### config.mk
export PLATFORM = sky130hd
export DESIGN_NAME = mis_slice
export DESIGN_NICKNAME = d
export VERILOG_FILES = /design/src/hw/mis_pkg.sv /design/src/hw/mis_page_regs.sv /design/src/hw/mis_slice.sv
export SDC_FILE = /design/constraint.sdc
export NUM_CORES = 1
export LEC_CHECK = 0
export BUFFER_PORTS_ARGS = -buffer_cell sky130_fd_sc_hd__buf_2
export CAP_MARGIN = 20
export CELL_PAD_IN_SITES_DETAIL_PLACEMENT = 2
export CELL_PAD_IN_SITES_GLOBAL_PLACEMENT = 2
export CORE_UTILIZATION = 41
export DETAILED_ROUTE_END_ITERATION = 8
export HOLD_SLACK_MARGIN = 0.12
export MAX_ROUTING_LAYER = met4
export PLACE_DENSITY_LB_ADDON = 0.1
export REMOVE_ABC_BUFFERS = 1
export SETUP_SLACK_MARGIN = 0.1
export SLEW_MARGIN = 25
export SYNTH_ARGS = -nofsm -noshare
export SYNTH_HDL_FRONTEND = slang
export SYNTH_SLANG_ARGS = --single-unit
export TNS_END_PERCENT = 5
### constraint.sdc
create_clock -name core_clk -period 2.65 [get_ports core_clk]
set_input_delay 0.3975 -clock core_clk [delete_from_list [all_inputs] [get_ports core_clk]]
set_output_delay 0.3975 -clock core_clk [all_outputs]
set_load 0.02 [all_outputs]
### src/hw/mis_pkg.sv
// Shared types and constants for the instruction slice of the 8-bit core.
// Assumes a single core clock and an upstream decoder that fills mis_instr_t.
`default_nettype none
package mis_pkg;

  // ----------------------------------------------------------------
  // Widths and reset values
  // ----------------------------------------------------------------
  localparam int MIS_DATA_W = 8;
  localparam int MIS_PC_W = 10;
  localparam int MIS_PAGE_ADDR_W = 4;
  localparam int MIS_STACK_DEPTH = 8;
  localparam int MIS_SP_W = 3;
  localparam logic [7:0] MIS_ACC_RST = 8'h00;
  localparam logic [9:0] MIS_PC_RST = 10'h000;
  localparam logic [9:0] MIS_PC_STEP = 10'h001;
  localparam logic [2:0] MIS_SP_RST = 3'h0;
  localparam logic [2:0] MIS_SP_STEP = 3'h1;
  localparam logic [7:0] MIS_PAGE_RST = 8'h00;
  // Lowest second-page register that the read instruction may name.
  localparam logic [3:0] MIS_READ_LOW_ADDR = 4'h5;

  // ----------------------------------------------------------------
  // Operations and the decoded instruction carrier
  // ----------------------------------------------------------------
  typedef enum logic [2:0] {
    MIS_OP_NONE,
    MIS_OP_OR_IMMEDIATE_INTO_ACCUMULATOR,
    MIS_OP_READ_SECOND_PAGE_REGISTER,
    MIS_OP_WRITE_SECOND_PAGE_REGISTER,
    MIS_OP_LONG_SUBROUTINE_CALL
  } mis_op_t;

  typedef struct packed {
    logic valid;
    mis_op_t op;
    logic [7:0] imm;
    logic [3:0] page_addr;
    logic [9:0] target;
  } mis_instr_t;

  typedef enum logic {
    MIS_ST_RUN,
    MIS_ST_CALL_LOAD
  } mis_state_t;

endpackage
`default_nettype wire

### src/hw/mis_page_regs.sv
// Second-page special register file: sixteen 8-bit entries.
// Assumes writes arrive as single-cycle strobes from the instruction slice.
`timescale 1ns/1ps
`default_nettype none
module mis_page_regs
  import mis_pkg::*;
(
  input wire logic core_clk,
  input wire logic resetn,
  input wire logic wr_en,
  input wire logic [3:0] wr_addr,
  input wire logic [7:0] wr_data,
  input wire logic [3:0] rd_addr,
  output logic [7:0] rd_data
);

  logic [7:0] page_q [16];
  logic [7:0] page_d [16];

  // ----------------------------------------------------------------
  // One register per entry
  // ----------------------------------------------------------------
  for (genvar i = 0; i < 16; i++) begin : g_entry
    // The entry takes the accumulator only when its own address is written.
    always_comb begin
      page_d[i] = page_q[i];
      if (wr_en && (wr_addr == 4'(i))) begin
        page_d[i] = wr_data;
      end
    end

    always_ff @(posedge core_clk or negedge resetn) begin
      if (!resetn) begin
        page_q[i] <= MIS_PAGE_RST;
      end else begin
        page_q[i] <= page_d[i];
      end
    end
  end

  // Reads are combinational so the slice can finish in one cycle.
  assign rd_data = page_q[rd_addr];
endmodule
`default_nettype wire

### src/hw/mis_slice.sv
// Execution slice for four instructions of the 8-bit core: immediate OR,
// second-page register read and write, and the long subroutine call.
// Assumes the decoder presents one instruction while ready_q is high.
`timescale 1ns/1ps
`default_nettype none
module mis_slice
  import mis_pkg::*;
(
  input wire logic core_clk,
  input wire logic resetn,
  input wire mis_instr_t instr,
  output logic ready_q,
  output logic [7:0] acc_q,
  output logic zero_q,
  output logic [9:0] pc_q,
  output logic [2:0] sp_q,
  output logic [9:0] top_of_stack_q
);

  // ----------------------------------------------------------------
  // State
  // ----------------------------------------------------------------
  mis_state_t state_q, state_d;
  logic ready_d;
  logic [7:0] acc_d;
  logic zero_d;
  logic [9:0] pc_d;
  logic [2:0] sp_d;
  logic [9:0] target_q, target_d;
  logic [9:0] stack_q [MIS_STACK_DEPTH];
  logic [9:0] stack_d [MIS_STACK_DEPTH];
  logic [9:0] tos_d;
  logic take;
  logic page_wr;
  logic [7:0] page_rd_data;
  logic [7:0] or_result;

  assign take = instr.valid && ready_q;
  assign or_result = acc_q | instr.imm;
  assign page_wr = take && (instr.op == MIS_OP_WRITE_SECOND_PAGE_REGISTER);

  // ----------------------------------------------------------------
  // Second-page register file
  // ----------------------------------------------------------------
  mis_page_regs u_page (
    .core_clk(core_clk),
    .resetn(resetn),
    .wr_en(page_wr),
    .wr_addr(instr.page_addr),
    .wr_data(acc_q),
    .rd_addr(instr.page_addr),
    .rd_data(page_rd_data)
  );

  // ----------------------------------------------------------------
  // Sequencing, accumulator and program counter
  // ----------------------------------------------------------------
  // A call is split over two cycles: the push first, the jump second,
  // so that the return address is safe before the counter moves.
  always_comb begin
    state_d = state_q;
    ready_d = ready_q;
    acc_d = acc_q;
    zero_d = zero_q;
    pc_d = pc_q;
    sp_d = sp_q;
    target_d = target_q;
    unique case (state_q)
      MIS_ST_RUN: begin
        if (take) begin
          pc_d = pc_q + MIS_PC_STEP;
          unique case (instr.op)
            MIS_OP_OR_IMMEDIATE_INTO_ACCUMULATOR: begin
              acc_d = or_result;
              zero_d = (or_result == MIS_ACC_RST);
            end
            MIS_OP_READ_SECOND_PAGE_REGISTER: begin
              // Entries below the low bound are not readable; such a read is a no-op.
              if (instr.page_addr >= MIS_READ_LOW_ADDR) begin
                acc_d = page_rd_data;
              end
            end
            MIS_OP_LONG_SUBROUTINE_CALL: begin
              pc_d = pc_q; // Held until the target is loaded.
              sp_d = sp_q + MIS_SP_STEP;
              target_d = instr.target;
              state_d = MIS_ST_CALL_LOAD;
              ready_d = 1'b0;
            end
            default: begin
            end
          endcase
        end
      end
      MIS_ST_CALL_LOAD: begin
        pc_d = target_q;
        state_d = MIS_ST_RUN;
        ready_d = 1'b1;
      end
    endcase
  end

  always_ff @(posedge core_clk or negedge resetn) begin
    if (!resetn) begin
      state_q <= MIS_ST_RUN;
      ready_q <= 1'b1;
      acc_q <= MIS_ACC_RST;
      zero_q <= 1'b0;
      pc_q <= MIS_PC_RST;
      sp_q <= MIS_SP_RST;
      target_q <= MIS_PC_RST;
    end else begin
      state_q <= state_d;
      ready_q <= ready_d;
      acc_q <= acc_d;
      zero_q <= zero_d;
      pc_q <= pc_d;
      sp_q <= sp_d;
      target_q <= target_d;
    end
  end

  // ----------------------------------------------------------------
  // Return stack
  // ----------------------------------------------------------------
  // The pointer wraps past the last level; deeper nesting overwrites the
  // oldest entry, as software must keep calls within the stack depth.
  for (genvar i = 0; i < MIS_STACK_DEPTH; i++) begin : g_stack
    always_comb begin
      stack_d[i] = stack_q[i];
      if (take && (instr.op == MIS_OP_LONG_SUBROUTINE_CALL) && (sp_q == 3'(i))) begin
        stack_d[i] = pc_q + MIS_PC_STEP;
      end
    end

    always_ff @(posedge core_clk or negedge resetn) begin
      if (!resetn) begin
        stack_q[i] <= MIS_PC_RST;
      end else begin
        stack_q[i] <= stack_d[i];
      end
    end
  end

  // Mirror of the newest entry, for observation.
  always_comb begin
    tos_d = top_of_stack_q;
    if (take && (instr.op == MIS_OP_LONG_SUBROUTINE_CALL)) begin
      tos_d = pc_q + MIS_PC_STEP;
    end
  end

  always_ff @(posedge core_clk or negedge resetn) begin
    if (!resetn) begin
      top_of_stack_q <= MIS_PC_RST;
    end else begin
      top_of_stack_q <= tos_d;
    end
  end
endmodule
`default_nettype wire

==> impl_metrics.ini <==
[run_status]
violations = hold timing
status = complete, but fails checks

[critical_path]
worst_ep_required_time_ns = 2.96
reg2reg_from = ready_q
cp-start-kind = register
path_cells = and4_4, nand3b_2, nor3_4, mux2_2
startpoint = ready_q
crit_family = simple AND/OR/NAND/NOR gates
critPathMaxStageDelay_ns = 0.60
crit_buf_inv = 0
arrival_ns = 2.60
cp_max_fo = 8
critPathKind = register to register
worst_setup_path_end_kind = register
cp_slowest_cell = dfstp_2

[drt]
drtIter0Drc = 167
firstDrtPassIters = 4
drc = 0
route.antenna.remaining_nets = 0
wl_mm = 18.7
wl_per_cell_um = 23.0
via_per_inst = 5.51
vias = 4478

[yosys]
netlist_area_mm2 = 0.00674
netlist_instances = 511
yosys_warnings = 0
yosysMostFrequentCell = dfrtp_1
synth-simple-area-share_pct = 9.17
synth-edff-count = 0
yosys.area_share.xor_xnor_pct = 2.21
synth_commonest_cells = dfrtp_1 (143), mux2_2 (112), mux2i_1 (34)
syn_area_per_cell_um2 = 13.2
synthAdderAreaFrac_pct = 0.371
synth_top_family_by_area = multiplexers
synth.mux.area_fraction_pct = 26.8
ys.flop_type = dfrtp_1
synth_top_area_share_pct = 53.1
ys_top_cells_by_area = dfrtp_1 (53%), mux2_2 (19%), mux2i_1 (5.0%), mux4_2 (3.0%), nand2_1 (1.6%)
synth-seq-cells = 144
yosys.area.top_type = dfrtp_1
ys_seq_area_share_pct = 53.5
synth-async-reset-ratio_pct = 100
synth_cell_types = 47
synth_compound_area_share_pct = 5.83

[timing]
fin_hold_ws_ns = -0.0104
fin_crit_ns = 2.29
rsz0062_at_grt = no
worst_pin_slew_ns = 0.912
finalMaxSlewViolations = 0
fin_crit_sh_pct = 86.4
max_freq_mhz = 437
max_slew_margin_pct = 39.2
finalSetupTns_ns = 0
hold_viol_final = 4
finalClockSkew_ns = 0.0108
setup_violations = 0

[clock_network]
clock_latency_ns = 0.43
root_buffer = clkbuf_16
clockBufferDepth = 2
cts_tree = done
cts_hold_buf = 0
post-cts-setup-buffer-count = 0
htree_levels = 4
cts-resized-gates = 0
cts_made_buffers = 17
cts.sinks = 144
cts.clk_slew.worst_paths_ns = 0.06

[global_route]
grt_pass1_vias = 5104
track_usage_pct = 24.9
antenna_found_initial = 0
grt_pass1_wl_mm = 29.7
grt_start_max_net_pins = 145
grt-ovfl-total = 0

[finish]
nFillCells = 1577
syn2layout_area_growth_pct = 18.5
antenna_cells = 0
nets = 614
fin_cells = 813
layout-drive-gt1-share_pct = 44.9

[placed_design]
port_buffers = 60
dp_hpwl_mm = 12.5
place_inst = 781
gp_congestion = 0.795

[floorplanning]
io_pins = 61
design.core.area_mm2 = 0.0159
die_h_um = 130
initial_core_util_pct = 42.3
dieWidth_um = 130
die-area_mm2 = 0.0170
row_count = 46

[flow_run]
drv_cap = 0

[power_and_ir_drop]
p_per_area_mw_per_mm2 = 892
leakagePower_nw = 3.65
max-vdd-ir-drop_mv = 0.472

[worst_hold_path]
holdCritPathClass = input pin to asynchronous set/reset pin
logic make-up (layout without fill, tap and decap cells):
kind of cell / count (synthesis) / count (layout)
AOI/OAI and AO/OA: 65 / 65
xor gates and xnor gates: 17 / 17
adders and majority gates: 2 / 2
and+or+nand+nor: 98 / 98
muxes: 155 / 155
buffers and inverters: 30 / 116
DFF: 144 / 144
cells in the final DEF, fill, tap and decap left out, types with 4 or more instances in the layout:
cell / count
a211oi_1: 8
a21oi_1: 14
buf_2: 59
buf_4: 19
bufinv_16: 5
clkbuf_16: 17
clkinv_2: 4
clkinvlp_4: 4
dfrtp_1: 143
inv_1: 4
mux2_2: 112
mux2i_1: 34
mux4_2: 9
nand2_1: 29
nand3_1: 5
nor2_1: 6
nor2_2: 12
nor3_1: 4
nor4_1: 8
o21ai_0: 19
o22ai_1: 16
or2_2: 8
xnor2_1: 12
xor2_1: 5
power breakdown:
part | total [mW] | switching [mW] | leakage, nW | internal, mW
registers | 3.11 | 0.482 | 1.88 | 2.62
clock network | 2.62 | 0.957 | 0.305 | 1.66
logic | 1.40 | 0.791 | 1.46 | 0.608
total | 7.13 | 2.23 | 3.65 | 4.90
final cells by class:
cell class	count	area, um2	area share [%]
Tap cell	216	270	3.38
Sequential cell	144	3600	45.1
Clock buffer	17	425	5.32
Clock inverter	15	218	2.72
Inverter	4	15.0	0.188
Timing Repair Buffer	80	469	5.87
Multi-Input combinational cell	337	2990	37.4
worst reg2reg max path: cells and delay by family (launching register included):
| family | cells | cell delay (ns) |
|---|---|---|
| simple gates | 3 | 1.16 |
| mux | 1 | 0.41 |
| flops | 1 | 0.60 |
routing by layer:
metal,up-vias,routed length (um),GRT usage [%]
li1,2014,-,-
met1,2377,8560,31.2
met2,72,9380,40.7
met3,15,517,4.80
met4,0,226,7.46
met5,-,0,-
flip-flops by register name (all words and copies together) (netlist names):
register / flops
state_q: 1
zero_q: 1
acc_q: 8
sp_q: 3
target_q: 10
u_page.page_q: 100
top_of_stack_q: 10
ready_q: 1
pc_q: 10
worst paths after layout:
kind	endpoint	slack (ns)	cells after the start
max in group asynchronous	pc_q[3]	1.90	2
worst min-delay path	top_of_stack_q[9]	-0.01	2
worst min register to register	sp_q[2]	0.47	1
worst max-delay path	u_page.page_q[58]	0.36	4
worst max register to register	u_page.page_q[58]	0.36	4
min in group core_clk	target_q[9]	0.20	2
metrics by stage:
stage          setup WS, ns  area (um2)  power, mW  utilization [%]
2_1_floorplan         0.661        6610       3.83                -
4_1_cts               0.317        7990       7.22             50.1
3_3_place_gp          0.405        7350       4.42             46.1
6_report              0.359        7990       7.13             50.1
3_5_place_dp          0.353        7350       4.53             46.1
5_1_grt               0.282        7990       7.45             50.1
No activity file was read; power rests on OpenSTA's default activity.
